<file path="src/logic/tbe_map.svh">
`ifndef TBE_MAP_SVH
`define TBE_MAP_SVH
// timing
`define TBE_CLK_NS      10
`define TBE_PROG_NS     1000000
// sizes
`define TBE_NREC        12
`define TBE_NFUNC       8
`define TBE_NEVT        28
`define TBE_NARC        26
// event ids of the common outputs
`define TBE_ID_CSTART   26
`define TBE_ID_CTRIP    27
// byte offsets
`define TBE_OFS_CTRL    8'h00
`define TBE_OFS_FUNCEN  8'h04
`define TBE_OFS_ONMASK  8'h08
`define TBE_OFS_OFFMASK 8'h0c
`define TBE_OFS_STATUS  8'h10
`define TBE_OFS_ARCCNT  8'h14
`define TBE_OFS_STCNT   8'h18
`define TBE_OFS_TRCNT   8'h1c
`define TBE_OFS_TIME    8'h20
`define TBE_OFS_RECSEL  8'h24
`define TBE_OFS_RECTIME 8'h28
`define TBE_OFS_RECEVT  8'h2c
`define TBE_OFS_RECAB   8'h30
`define TBE_OFS_RECCR   8'h34
// field positions
`define TBE_CTRL_CLR    0
`define TBE_CTRL_FRC    1
// reset values
`define TBE_FUNCEN_RST  8'hff
`define TBE_MASK_RST    28'hfffffff
`endif

</file>
<file path="src/logic/tbe_pkg.sv">
`include "tbe_map.svh"
package tbe_pkg;
   // gray along normal -> start -> trip
   typedef enum logic [1:0] {
      COND_NORMAL = 2'h0,
      COND_START  = 2'h1,
      COND_TRIP   = 2'h3
   } tbe_cond_e;

   typedef struct packed {
      logic [31:0] ts;
      logic [5:0]  code;
      logic [15:0] ia;
      logic [15:0] ib;
      logic [15:0] ic;
      logic [15:0] i0;
      logic [3:0]  sens;
      logic [2:0]  sg;
   } tbe_rec_s;

   typedef struct packed {
      logic [108:0]                   s1;
      logic [108:0]                   s2;
      logic [16:0]                    div;
      logic                           blkSmp;
      logic [3:0]                     pickPrev;
      logic [3:0]                     zoneTrip;
      logic [3:0]                     zoneBlk;
      logic                           comStart;
      logic                           comTrip;
      tbe_cond_e                      cond;
      logic [`TBE_NEVT-1:0]           prev;
      logic [`TBE_NEVT-1:0]           pendOn;
      logic [`TBE_NEVT-1:0]           pendOff;
      logic [`TBE_NEVT-1:0]           onMask;
      logic [`TBE_NEVT-1:0]           offMask;
      logic                           evtValid;
      logic [5:0]                     evtCode;
      logic [31:0]                    evtTime;
      logic [31:0]                    ts;
      logic [31:0]                    arcCnt;
      logic [31:0]                    startCnt;
      logic [31:0]                    tripCnt;
      logic [`TBE_NFUNC-1:0]          funcEn;
      tbe_cond_e                      forceSel;
      tbe_rec_s [`TBE_NREC-1:0]       rec;
      logic [3:0]                     wrPtr;
      logic [3:0]                     recCnt;
      logic [3:0]                     recSel;
      logic                           pready;
      logic                           pslverr;
      logic [31:0]                    prdata;
   } tbe_state_s;
endpackage

</file>
<file path="src/logic/tbe_trip_event.sv">
// Operation
// - blocking input sampled once at each program cycle start, used for its decisions
// - pick-up rising with sampled block inactive asserts the zone trip output
// - pick-up rising with block active gives blocked indication, no further handling
// - per event, software selects ON, OFF or both into the event stream
// - each emitted event carries the time stamp of its occurrence
// - arc stage reports zone, current, light, pressure, input and fault changes
// - arc stage event counter increments per event, clearable by software
// - twelve newest operation records kept, oldest overwritten
// - record holds ms time, event, three phase currents, residual, sensors, group
// - common start/trip is the OR of enabled function starts/trips
// - two extra inputs are ORed into common start and common trip
// - common outputs forceable to normal, start or trip only when forcing enabled
// - aggregator condition reported as normal, start or trip
// - aggregator has no blocking input of its own
// - common start and common trip changes produce ON and OFF events
// - resettable counters of common start and common trip events
// - aggregator settings are static, unaffected by the setting group
//
// The register offsets and the APB register port were chosen for this implementation.
`include "tbe_map.svh"
module tbe_trip_event #(
   parameter int unsigned PROG_CYCLES = `TBE_PROG_NS / `TBE_CLK_NS
) (
   input  wire logic        clk,
   input  wire logic        rstn,
   input  wire logic        psel,
   input  wire logic        penable,
   input  wire logic        pwrite,
   input  wire logic [7:0]  paddr,
   input  wire logic [31:0] pwdata,
   output logic      [31:0] prdata,
   output logic             pready,
   output logic             pslverr,
   input  wire logic        blockIn,
   input  wire logic [3:0]  pickUp,
   input  wire logic        phStartIn,
   input  wire logic        phBlkIn,
   input  wire logic        resStartIn,
   input  wire logic        resBlkIn,
   input  wire logic [3:0]  lightIn,
   input  wire logic [3:0]  pressIn,
   input  wire logic        digitalInput,
   input  wire logic [3:0]  sensFault,
   input  wire logic        ioFault,
   input  wire logic [7:0]  funcStart,
   input  wire logic [7:0]  funcTrip,
   input  wire logic        extraStart,
   input  wire logic        extraTrip,
   input  wire logic        forceEnable,
   input  wire logic [2:0]  settingGroup,
   input  wire logic [15:0] phA,
   input  wire logic [15:0] phB,
   input  wire logic [15:0] phC,
   input  wire logic [15:0] resCur,
   output logic      [3:0]  zoneTrip,
   output logic      [3:0]  zoneBlocked,
   output logic             comStart,
   output logic             comTrip,
   output logic      [1:0]  condition,
   output logic             evtValid,
   output logic      [5:0]  evtCode,
   output logic      [31:0] evtTime
);
   tbe_pkg::tbe_state_s r;
   tbe_pkg::tbe_state_s n;
   logic [108:0] syncIn;
   logic         bk;
   logic [3:0]   pk;
   logic [7:0]   fs;
   logic [7:0]   ft;
   logic         xs;
   logic         xt;
   logic         fe;
   logic         tick;
   logic         clrW;
   logic [3:0]   lt;
   logic [3:0]   pr;
   logic [3:0]   sf;

   // all pins except clock, reset and the APB port pass the two-stage synchroniser
   assign syncIn = {settingGroup, resCur, phC, phB, phA, forceEnable, extraTrip,
                    extraStart, funcTrip, funcStart, ioFault, sensFault, digitalInput,
                    pressIn, lightIn, resBlkIn, resStartIn, phBlkIn, phStartIn,
                    pickUp, blockIn};
   // s2 layout, lsb first: block 0, pick-up 4:1, current statuses 8:5, light 12:9,
   // pressure 16:13, input 17, sensor fault 21:18, unit fault 22, starts 30:23,
   // trips 38:31, extras 40:39, forcing 41, currents 105:42, group 108:106
   assign bk   = r.s2[0];
   assign pk   = r.s2[4:1];
   assign lt   = r.s2[12:9];
   assign pr   = r.s2[16:13];
   assign sf   = r.s2[21:18];
   assign fs   = r.s2[30:23];
   assign ft   = r.s2[38:31];
   assign xs   = r.s2[39];
   assign xt   = r.s2[40];
   assign fe   = r.s2[41];
   assign tick = (r.div == 17'(PROG_CYCLES - 1));
   assign clrW = psel && penable && r.pready && pwrite
                 && (paddr == `TBE_OFS_CTRL) && pwdata[`TBE_CTRL_CLR];

   // lowest set bit of an event vector
   function automatic logic [4:0] firstSet(input logic [`TBE_NEVT-1:0] v);
      logic [4:0] id;
      id = 5'h0;
      for (int i = `TBE_NEVT - 1; i >= 0; i--) begin
         if (v[i]) begin
            id = 5'(i);
         end
      end
      return id;
   endfunction

   // slot of the record sel steps back from the newest
   function automatic logic [3:0] recIdx(input logic [3:0] wp, input logic [3:0] sel);
      int k;
      k = (int'(wp) + 2 * `TBE_NREC - 1 - int'(sel)) % `TBE_NREC;
      return 4'(k);
   endfunction

   function automatic logic mapped(input logic [7:0] a);
      return (a[1:0] == 2'h0) && (a <= `TBE_OFS_RECCR);
   endfunction

   // next state: bus, program cycle, events
   always_comb begin
      logic [`TBE_NEVT-1:0] stat;
      logic [`TBE_NEVT-1:0] rise;
      logic [`TBE_NEVT-1:0] fall;
      logic                 st;
      logic                 tr;
      logic [4:0]           id;
      logic [3:0]           ri;
      tbe_pkg::tbe_rec_s    sr;
      stat = '0;
      rise = '0;
      fall = '0;
      st = 1'b0;
      tr = 1'b0;
      id = 5'h0;
      ri = recIdx(r.wrPtr, r.recSel);
      sr = r.rec[ri];
      n = r;
      n.s1 = syncIn;
      n.s2 = r.s1;
      n.evtValid = 1'b0;
      n.pready = 1'b0;
      n.pslverr = 1'b0;
      n.div = tick ? 17'h0 : r.div + 17'h1;

      // apb: answer one cycle into the access phase, act on the sampled edge
      if (psel && penable && !r.pready) begin
         n.pready = 1'b1;
         n.pslverr = !mapped(paddr);
         n.prdata = 32'h0;
         if (!pwrite) begin
            unique case (paddr)
               `TBE_OFS_CTRL:    n.prdata = {29'h0, r.forceSel, 1'b0};
               `TBE_OFS_FUNCEN:  n.prdata = {24'h0, r.funcEn};
               `TBE_OFS_ONMASK:  n.prdata = {4'h0, r.onMask};
               `TBE_OFS_OFFMASK: n.prdata = {4'h0, r.offMask};
               `TBE_OFS_STATUS:  n.prdata = {16'h0, r.recCnt, r.zoneBlk, r.zoneTrip,
                                             1'b0, r.blkSmp, r.cond};
               `TBE_OFS_ARCCNT:  n.prdata = r.arcCnt;
               `TBE_OFS_STCNT:   n.prdata = r.startCnt;
               `TBE_OFS_TRCNT:   n.prdata = r.tripCnt;
               `TBE_OFS_TIME:    n.prdata = r.ts;
               `TBE_OFS_RECSEL:  n.prdata = {28'h0, r.recSel};
               `TBE_OFS_RECTIME: n.prdata = (r.recSel < r.recCnt) ? sr.ts : 32'h0;
               `TBE_OFS_RECEVT:  n.prdata = (r.recSel < r.recCnt) ?
                                            {19'h0, sr.sg, sr.sens, sr.code} : 32'h0;
               `TBE_OFS_RECAB:   n.prdata = (r.recSel < r.recCnt) ? {sr.ib, sr.ia} : 32'h0;
               `TBE_OFS_RECCR:   n.prdata = (r.recSel < r.recCnt) ? {sr.i0, sr.ic} : 32'h0;
               default:          n.prdata = 32'h0;
            endcase
         end
      end else if (psel && penable && pwrite) begin
         unique case (paddr)
            `TBE_OFS_CTRL: begin
               // force choice stored, applied only with forcing enabled
               n.forceSel = tbe_pkg::tbe_cond_e'(pwdata[`TBE_CTRL_FRC+:2]);
               // clear request; later increments still win
               if (pwdata[`TBE_CTRL_CLR]) begin
                  n.arcCnt = 32'h0;
                  n.startCnt = 32'h0;
                  n.tripCnt = 32'h0;
               end
            end
            `TBE_OFS_FUNCEN:  n.funcEn = pwdata[`TBE_NFUNC-1:0];
            `TBE_OFS_ONMASK:  n.onMask = pwdata[`TBE_NEVT-1:0];
            `TBE_OFS_OFFMASK: n.offMask = pwdata[`TBE_NEVT-1:0];
            `TBE_OFS_TIME:    n.ts = pwdata;
            `TBE_OFS_RECSEL:  n.recSel = pwdata[3:0];
            default:          n.recSel = n.recSel;
         endcase
      end

      // drain one pending event per clock, ON before OFF
      if (|r.pendOn || |r.pendOff) begin
         id = |r.pendOn ? firstSet(r.pendOn) : firstSet(r.pendOff);
         if (|r.pendOn) begin
            n.pendOn[id] = 1'b0;
         end else begin
            n.pendOff[id] = 1'b0;
         end
         // stamped with the current ms time
         n.evtValid = 1'b1;
         n.evtCode = {|r.pendOn, id};
         n.evtTime = r.ts;
         if (id < 5'(`TBE_NARC)) begin
            n.arcCnt = n.arcCnt + 32'h1;
         end
      end

      if (tick) begin
         n.ts = n.ts + 32'h1;
         n.blkSmp = bk;
         n.pickPrev = pk;
         for (int z = 0; z < 4; z++) begin
            if (!pk[z]) begin
               n.zoneTrip[z] = 1'b0;
               n.zoneBlk[z] = 1'b0;
            end else if (!r.pickPrev[z]) begin
               // blocked pick-up latched until it drops
               n.zoneBlk[z] = bk;
               n.zoneTrip[z] = !bk;
            end
         end
         st = |(fs & r.funcEn) || xs;
         tr = |(ft & r.funcEn) || xt;
         if (fe && r.forceSel == tbe_pkg::COND_START) begin
            st = 1'b1;
            tr = 1'b0;
         end else if (fe && r.forceSel == tbe_pkg::COND_TRIP) begin
            st = 1'b1;
            tr = 1'b1;
         end else if (fe && r.forceSel == tbe_pkg::COND_NORMAL) begin
            st = 1'b0;
            tr = 1'b0;
         end
         n.comStart = st;
         n.comTrip = tr;
         n.cond = tr ? tbe_pkg::COND_TRIP : st ? tbe_pkg::COND_START : tbe_pkg::COND_NORMAL;
         // counts of rising start and trip
         if (st && !r.comStart) begin
            n.startCnt = n.startCnt + 32'h1;
         end
         if (tr && !r.comTrip) begin
            n.tripCnt = n.tripCnt + 32'h1;
         end
         stat = {tr, st, r.s2[22], sf, r.s2[17], pr, lt,
                 r.s2[8], r.s2[7], r.s2[6], r.s2[5], n.zoneBlk, n.zoneTrip};
         // edges compared once per program cycle
         rise = stat & ~r.prev;
         fall = ~stat & r.prev;
         n.prev = stat;
         // masked into pending, set wins over drain
         n.pendOn = n.pendOn | (rise & r.onMask);
         n.pendOff = n.pendOff | (fall & r.offMask);
         // setting group only recorded, never steers settings
         if (|rise[7:0]) begin
            n.rec[r.wrPtr] = {n.ts, {1'b1, firstSet({20'h0, rise[7:0]})},
                              r.s2[57:42], r.s2[73:58], r.s2[89:74], r.s2[105:90],
                              lt, r.s2[108:106]};
            n.wrPtr = (r.wrPtr == 4'(`TBE_NREC - 1)) ? 4'h0 : r.wrPtr + 4'h1;
            if (r.recCnt < 4'(`TBE_NREC)) begin
               n.recCnt = r.recCnt + 4'h1;
            end
         end
      end
   end

   // state register, constant reset values only
   always_ff @(posedge clk or negedge rstn) begin
      if (!rstn) begin
         r <= '0;
         r.funcEn <= `TBE_FUNCEN_RST;
         r.onMask <= `TBE_MASK_RST;
         r.offMask <= `TBE_MASK_RST;
      end else begin
         r <= n;
      end
   end

   assign prdata = r.prdata;
   assign pready = r.pready;
   assign pslverr = r.pslverr;
   assign zoneTrip = r.zoneTrip;
   assign zoneBlocked = r.zoneBlk;
   assign comStart = r.comStart;
   assign comTrip = r.comTrip;
   assign condition = r.cond;
   assign evtValid = r.evtValid;
   assign evtCode = r.evtCode;
   assign evtTime = r.evtTime;
endmodule

</file>
<file path="config.mk">
export PLATFORM = sky130hd
export DESIGN_NAME = tbe_trip_event
export DESIGN_NICKNAME = d
export VERILOG_FILES = /design/src/logic/tbe_pkg.sv /design/src/logic/tbe_trip_event.sv
export VERILOG_INCLUDE_DIRS = /design/src /design/src/logic
export SDC_FILE = /design/constraint.sdc
export NUM_CORES = 2
export LEC_CHECK = 0
export BUFFER_PORTS_ARGS = -buffer_cell sky130_fd_sc_hd__buf_2
export CELL_PAD_IN_SITES_DETAIL_PLACEMENT = 0
export CELL_PAD_IN_SITES_GLOBAL_PLACEMENT = 1
export CORE_ASPECT_RATIO = 0.9
export CORE_UTILIZATION = 45
export CTS_BUF_LIST = sky130_fd_sc_hd__clkbuf_8
export DETAILED_ROUTE_END_ITERATION = 8
export GPL_ROUTABILITY_DRIVEN = 1
export PLACE_DENSITY = 0.67
export SLEW_MARGIN = 20
export SYNTH_ARGS = -nofsm -noshare
export SYNTH_HDL_FRONTEND = slang
export SYNTH_SLANG_ARGS = --single-unit
</file>
<file path="constraint.sdc">
create_clock -name clk -period 13 [get_ports clk]
set_clock_uncertainty 0.2 [all_clocks]
set_input_delay 1.95 -clock clk [delete_from_list [all_inputs] [get_ports clk]]
set_output_delay 1.95 -clock clk [all_outputs]
set_load 0.005 [all_outputs]
</file>
Yosys cells after proc, flatten, opt, wreduce, memory -nomap -nowiden
Index checks and enable logic that the tools add are counted.
Cells by class
  $lt $le $gt $ge: 9
  equal/unequal tests: 17
  bitwise operators: 14
  muxes and demuxes: 137
  div/mod/pow operators: 1
  $add $sub $neg: 10
  reductions and logical operators: 34
Operators with widths (number)
  1308-bit bitwise mux: 1
  32-bit one-hot mux with 14 select lines: 1
  109-bit binary-select mux with 4-bit select: 1
  109-bit demux with 4-bit select: 1
  5-bit two-way mux: 68
  32-bit two-way mux: 10
  138-bit two-way mux: 2
  109-bit two-way mux: 2
  96-bit two-way mux: 2
  28-bit AND: 6
  32-bit by 1-bit adder with 32-bit output, second input constant: 4
  56-bit two-way mux: 2
  28-bit NOT: 3
  64-bit two-way mux: 1
  28-bit two-way mux: 2
  28-bit OR: 2
  28-bit OR reduction: 2
  8-bit by 6-bit equality test with 1-bit output, second input constant: 6
  39-bit two-way mux: 1
  1-bit two-way mux: 34
  34-bit two-way mux: 1
  8-bit by 5-bit equality test with 1-bit output, second input constant: 4
  32-bit by 5-bit remainder unit with 32-bit output, second input constant: 1
  8-bit OR reduction: 3
  35 further kinds: 62
Storage, ports and cells
  input bits: 154
  logic and storage cells: 348
  flip-flop bits (word level): 1923
  output and inout bits: 85

Longest topological paths before layout
  depth after elaboration: 40
  gate-level depth with buffers: 19
  gate-level depth less buffers: 17

Worst setup path after synthesis
No wires, ideal clock.
  kind: input port to flip-flop
  start: in paddr[7]
  end: reg r[153] (netlist name)
  setup time: 131 ps
  arrival: 5474 ps
  stages on the path: 19
  path buffers: 6
  data required time: 12669 ps
  path slack: 7195 ps
  path through: buf_2 -> or4b_1 -> buf_2 -> nor3_2 -> buf_6 -> mux2_2 -> clkbuf_1 -> ha_1 -> nand3b_1 -> nor3_4 -> nand2_1 -> nand4b_1 -> nand2b_1 -> buf_2 -> nor2_1 -> nand2_1 -> xnor2_1 -> buf_2 -> o21ai_0
On the way
  word-level cells in the longest chain between the ends: 6
Ends and longest elaborated chain
  start, declared: RTL line tbe_trip_event.sv:30  | input wire logic [7:0] paddr,
  8-bit by 6-bit equality test with 1-bit output: RTL line tbe_trip_event.sv:179  | unique case (paddr)
  32-bit two-way mux: RTL line tbe_trip_event.sv:179
  138-bit two-way mux: RTL line tbe_trip_event.sv:178  | end else if (psel && penable && pwrite) begin
  138-bit two-way mux: RTL line tbe_trip_event.sv:153  | if (psel && penable && !r.pready) begin
  32-bit by 1-bit adder with 32-bit output: RTL line tbe_trip_event.sv:217  | n.ts = n.ts + 32'h1;
  1308-bit bitwise mux: RTL line tbe_trip_event.sv:263  | n.rec[r.wrPtr] = {n.ts, {1'b1, firstSet({20'h0, rise[7:0]})},
  end signal, assigned: RTL line tbe_trip_event.sv:282  | r <= n;
  end, declared: RTL line tbe_trip_event.sv:65  | tbe_pkg::tbe_state_s r;
Every way passes these cells.
A chain may end at the register's enable or synchronous reset.

Worst setup path after layout
  start: reg r[42] (netlist name)
  end: reg r (netlist bit prdata[20])
On the way
  word-level cells in the longest chain between the ends: 9
  elaborated cells on any way between the ends: 11
  those cells by class: add/sub (3); div (1); mux (7)
Ends and longest elaborated chain
  4-bit by 5-bit adder with 6-bit output (no source line) *
  6-bit by 1-bit subtractor with 7-bit output *: RTL line tbe_trip_event.sv:118  | k = (int'(wp) + 2 * `TBE_NREC - 1 - int'(sel)) % `TBE_NREC;
  7-bit by 5-bit subtractor with 8-bit output *: RTL line tbe_trip_event.sv:118
  32-bit by 5-bit remainder unit with 32-bit output (no source line) *
  109-bit binary-select mux with 4-bit select *: RTL line tbe_trip_event.sv:143  | sr = r.rec[ri];
  109-bit two-way mux (not written as such) *: RTL line tbe_trip_event.sv:143
  32-bit two-way mux (on tied branches): RTL line tbe_trip_event.sv:174, tbe_trip_event.sv:170, tbe_trip_event.sv:173
  32-bit one-hot mux with 14 select lines *: RTL line tbe_trip_event.sv:158  | unique case (paddr)
  32-bit two-way mux *: RTL line tbe_trip_event.sv:157  | if (!pwrite) begin
Mark *: on every way between the ends. The rest lies on a longest branch, timed or not. The select of a mux whose other input is x is not followed.

==> summary.md <==
| Metric | Value |
|---|---|
| Quantity of gates resized following cts | 0 |
| Sw power | 2.67 mW |
| Yosys reg bits | 1888 |
| Leading cell types by total area after synthesis | sky130_fd_sc_hd__dfrtp_1, sky130_fd_sc_hd__mux2_2, sky130_fd_sc_hd__mux4_2, sky130_fd_sc_hd__nand2_1, sky130_fd_sc_hd__o21ai_0 |
| Via count normalized by instance count | 5.83 |
| Number of global-route vias before repair | 54726 |
| Synthesized area | 83200 µm² |
| Root Buffer | sky130_fd_sc_hd__clkbuf_8 |
| Total design power | 11.5 mW |
| Number of antenna violations at the first check in global routing | 21 |
| Number of I/O pins | 239 |
| Number of buffers inserted by hold repair at cts | 0 |
| TritonCTS clock tree | yes |
| First-pass GRT wire length | 372 mm |
| Fill cell instance count of the final layout | 16170 |
| Combinational cell fraction of total power | 1.9% |
| Share of layout cells above drive strength 1 | 32.6% |
| Drt total wl | 248 mm |
| Library cell occupying the most area in the post-synthesis netlist | sky130_fd_sc_hd__dfrtp_1 |
| Sequential group share of total power | 51.9% |
| Fmax | 142 MHz |
| Post-DP HPWL | 155 mm |
| Time the worst path needs with I/O delays and setup | 7.06 ns |
| Crit-path max FO | 99 |
| Worst voltage drop across the vdd grid | 0.000115 V |
| Area taken by flip-flops and latches | 47300 µm² |
| FFs w/ async S/R, synth | 100% |
| Global route overflow | 0 |
| Arrival time of the worst setup path | 7.79 ns |
| Area of the multi-input gates | 33500 µm² |
| First-pass detailed-route iteration total | 6 |
| Instance count of the mapped netlist | 6482 |
| Synthesized area per cell | 12.8 µm² |
| Gpl congestion | 0.885 |
| Worst Path Class, Setup | flip-flop to flip-flop |
| Final Instance Area | 92600 µm² |
| GRT Resource Usage Total | 26.9% |
| Power density cells | 124 nW/µm² |
| Overall die width | 455 µm |
| Net Count, Synth | 6657 |
| Slew at the pin closest to its max-slew limit | 1.15 ns |
| Buffers added on ports | 238 |
| Number of clock sinks | 1888 |
| H-tree depth reported by CTS | 5 |
| Starting DRT DRC Count | 4621 |
| Number of warnings issued by yosys | 0 |
| Fraction of the yosys area taken by sequential cells | 56.9% |
| Setup-violating endpoint count in the final report | 0 |
| Critical path launch point type | flip-flop |
| Antenna Nets Post-Route | 0 |
| Internal power | 8.83 mW |
| Unrepaired setup endpoints after global routing | no |
| Maximum number of pins on one net before global-route repair | 173 |
| Max-slew violation count | 0 |
| Inserted Clock Buffers | 332 |
| Die H | 410 µm |
| Dominant register cell in the synthesized netlist | sky130_fd_sc_hd__dfrtp_1 |
| Worst slew slack as a fraction of its limit | 23.0% |
| Area growth from synthesis to final layout | 11.4% |
| Portion of synthesized cell area occupied by the leading cell type | 54.9% |
| Avg WL per Cell | 26.8 µm |
| Placeable core region | 183000 µm² |
| Initial core utilization | 45.3% |
| Post-layout net count | 6766 |
| Setup TNS | 0 ns |
| Distinct cell type count of the synthesized netlist | 78 |
| Final clock period utilization by the worst path | 54.3% |
| Max_cap viols | 0 |
| EDFF count, synth | 0 |
| Status | finished, final reports clean |
| Clock group share of total power | 46.2% |
| Number of remaining DRC errors | 0 |
| Die footprint | 187000 µm² |
| Cell row count | 149 |
| Placed Area | 86200 µm² |
| Post-CTS setup-driven buffer insertion count | 0 |
| Critical Path RT | 13.73 ns |
| Clock-pin slew on the worst setup and hold paths | 0.06 ns |
| Number of vias after detailed routing | 53901 |
| Sort of element at the end of the critical path | flip-flop |
| Number of failing hold endpoints at the final stage | 0 |
| Switching power share of the total | 23.2% |
| Maximum clock path buffer count | 4 |
| Hold/Removal Path Class | flip-flop to flip-flop |
| Leakage power summed over all cells | 43.8 nW |
| Source-to-sink clock delay at the later pin of the worst-skew pair | 1.07 ns |
==> state kept, by name, indices dropped and copies added, names as in the netlist, 3 cells and up <==
signal and cells:
r 1668, n 109, evtTime 32, prdata 32, fs 8, ft 8
evtCode 6, lt 4, pk 4, pr 4, zoneBlocked 3, zoneTrip 3
==> power groups by stage <==
| stage | clock [mW] | combinational, mW | sequential, mW |
|---|---|---|---|
| 6_report | 5.31 | 0.216 | 5.97 |
| 5_1_grt | 5.72 | 0.244 | 5.98 |
| 4_1_cts | 5.45 | 0.225 | 5.98 |
| 3_5_place_dp | 0 | 0.225 | 6.08 |
| 3_3_place_gp | 0 | 0.222 | 6.08 |
| 2_1_floorplan | 0 | 0.0567 | 6.03 |
==> cell type report <==
type,instances,area share [%]
Multi-Input combinational cell,3961,36.1
Timing Repair Buffer,358,2.43
Clock inverter,154,0.739
Tap cell,2416,3.26
Clock buffer,412,6.12
Inverter,50,0.203
Antenna cell,10,0.0270
Sequential cell,1888,51.1
==> through the flow <==
stage / setup slack (ns) / hold WS [ns] / std cells / utilization (%)
floorplan: 7.19 / 0.131 / 6482 / -
global placement: 5.83 / 0.132 / 8673 / 47.0
detailed placement: 5.71 / 0.135 / 8673 / 47.0
CTS: 6.01 / 0.131 / 9239 / 50.5
global route: 5.54 / 0.143 / 9245 / 50.5
finish: 5.94 / 0.136 / 9249 / 50.5
==> cells in the final DEF (no fill, tap or decap), drive strengths merged, types with 34 or more instances in the layout <==
cell	instances
nor3	44
dfstp	64
o31ai	40
a222oi	37
xnor2	74
buf	358
nand3	79
mux4	319
nor2	202
mux2	962
a22oi	78
o22ai	40
o21ai	465
inv	174
clkbuf	412
dfrtp	1824
xor2	81
a31oi	40
and3	47
mux2i	125
nand2	821
nor4	34
nor2b	40
a21oi	128
==> synthesized netlist by cell type, drive strengths merged (44+ instances only) <==
master	count
inv	50
a21oi	128
clkbuf	457
nand2	821
dfrtp	1824
buf	126
a22oi	78
mux4	319
mux2i	125
and3	47
xor2	81
nand3	79
nor2	202
o21ai	465
nor3	44
xnor2	74
mux2	962
dfstp	64
==> logic make-up (layout without fill, tap and decap cells) <==
logic type / after synthesis / in the layout / synth area share, %
fa+ha+maj: 21 / 21 / 0.325
mux: 1406 / 1406 / 23.2
buf+inv: 633 / 974 / 3.28
xor+xnor: 155 / 155 / 1.63
other cells: 0 / 10 / 0
flops: 1888 / 1888 / 56.9
simple gates: 1421 / 1421 / 7.64
compound gates: 958 / 958 / 7.04
==> worst max-delay path: stages (launching register included) <==
cell	delay (ns)
sky130_fd_sc_hd__dfrtp_1	0.50
sky130_fd_sc_hd__inv_1	0.16
sky130_fd_sc_hd__ha_1	0.27
sky130_fd_sc_hd__xor2_1	0.15
sky130_fd_sc_hd__ha_1	0.36
sky130_fd_sc_hd__o21a_1	0.22
sky130_fd_sc_hd__o21a_1	0.15
sky130_fd_sc_hd__nor2_1	0.36
sky130_fd_sc_hd__mux2i_1	0.24
sky130_fd_sc_hd__ha_1	0.27
sky130_fd_sc_hd__mux2i_4	0.21
sky130_fd_sc_hd__buf_12	0.53
sky130_fd_sc_hd__buf_4	0.63
sky130_fd_sc_hd__buf_4	0.71
sky130_fd_sc_hd__mux4_2	0.42
sky130_fd_sc_hd__mux2i_1	0.31
sky130_fd_sc_hd__o22ai_1	0.14
sky130_fd_sc_hd__o41ai_1	0.76
sky130_fd_sc_hd__a31oi_1	0.16
==> metal layers <==
layer  vias to the layer above  wire (µm)  global-route usage (%)  share of wire (%)
li1                      23497          -                       -                  -
met1                     28468     113000                    38.9                 45
met2                      1521     114000                    40.9                 46
met3                       411      14900                    5.21                6.0
met4                         4       7180                    8.15                2.9
met5                         -         23                       0             0.0093
==> path summary, 6_finish.rpt <==
check | start | endpoint | slack, ns | cells past startpoint
worst max register to register | r[42] | prdata[20] | 5.94 | 18
max in group asynchronous | rstn | r[477] | 9.09 | 4
min in group asynchronous | rstn | n[1727] | 0.61 | 1
worst min register to register | n[1706] | pk[0] | 0.14 | 0
worst min-delay path | n[1706] | pk[0] | 0.14 | 0
worst max-delay path | r[42] | prdata[20] | 5.94 | 18
(Power assumes the default switching activity.)
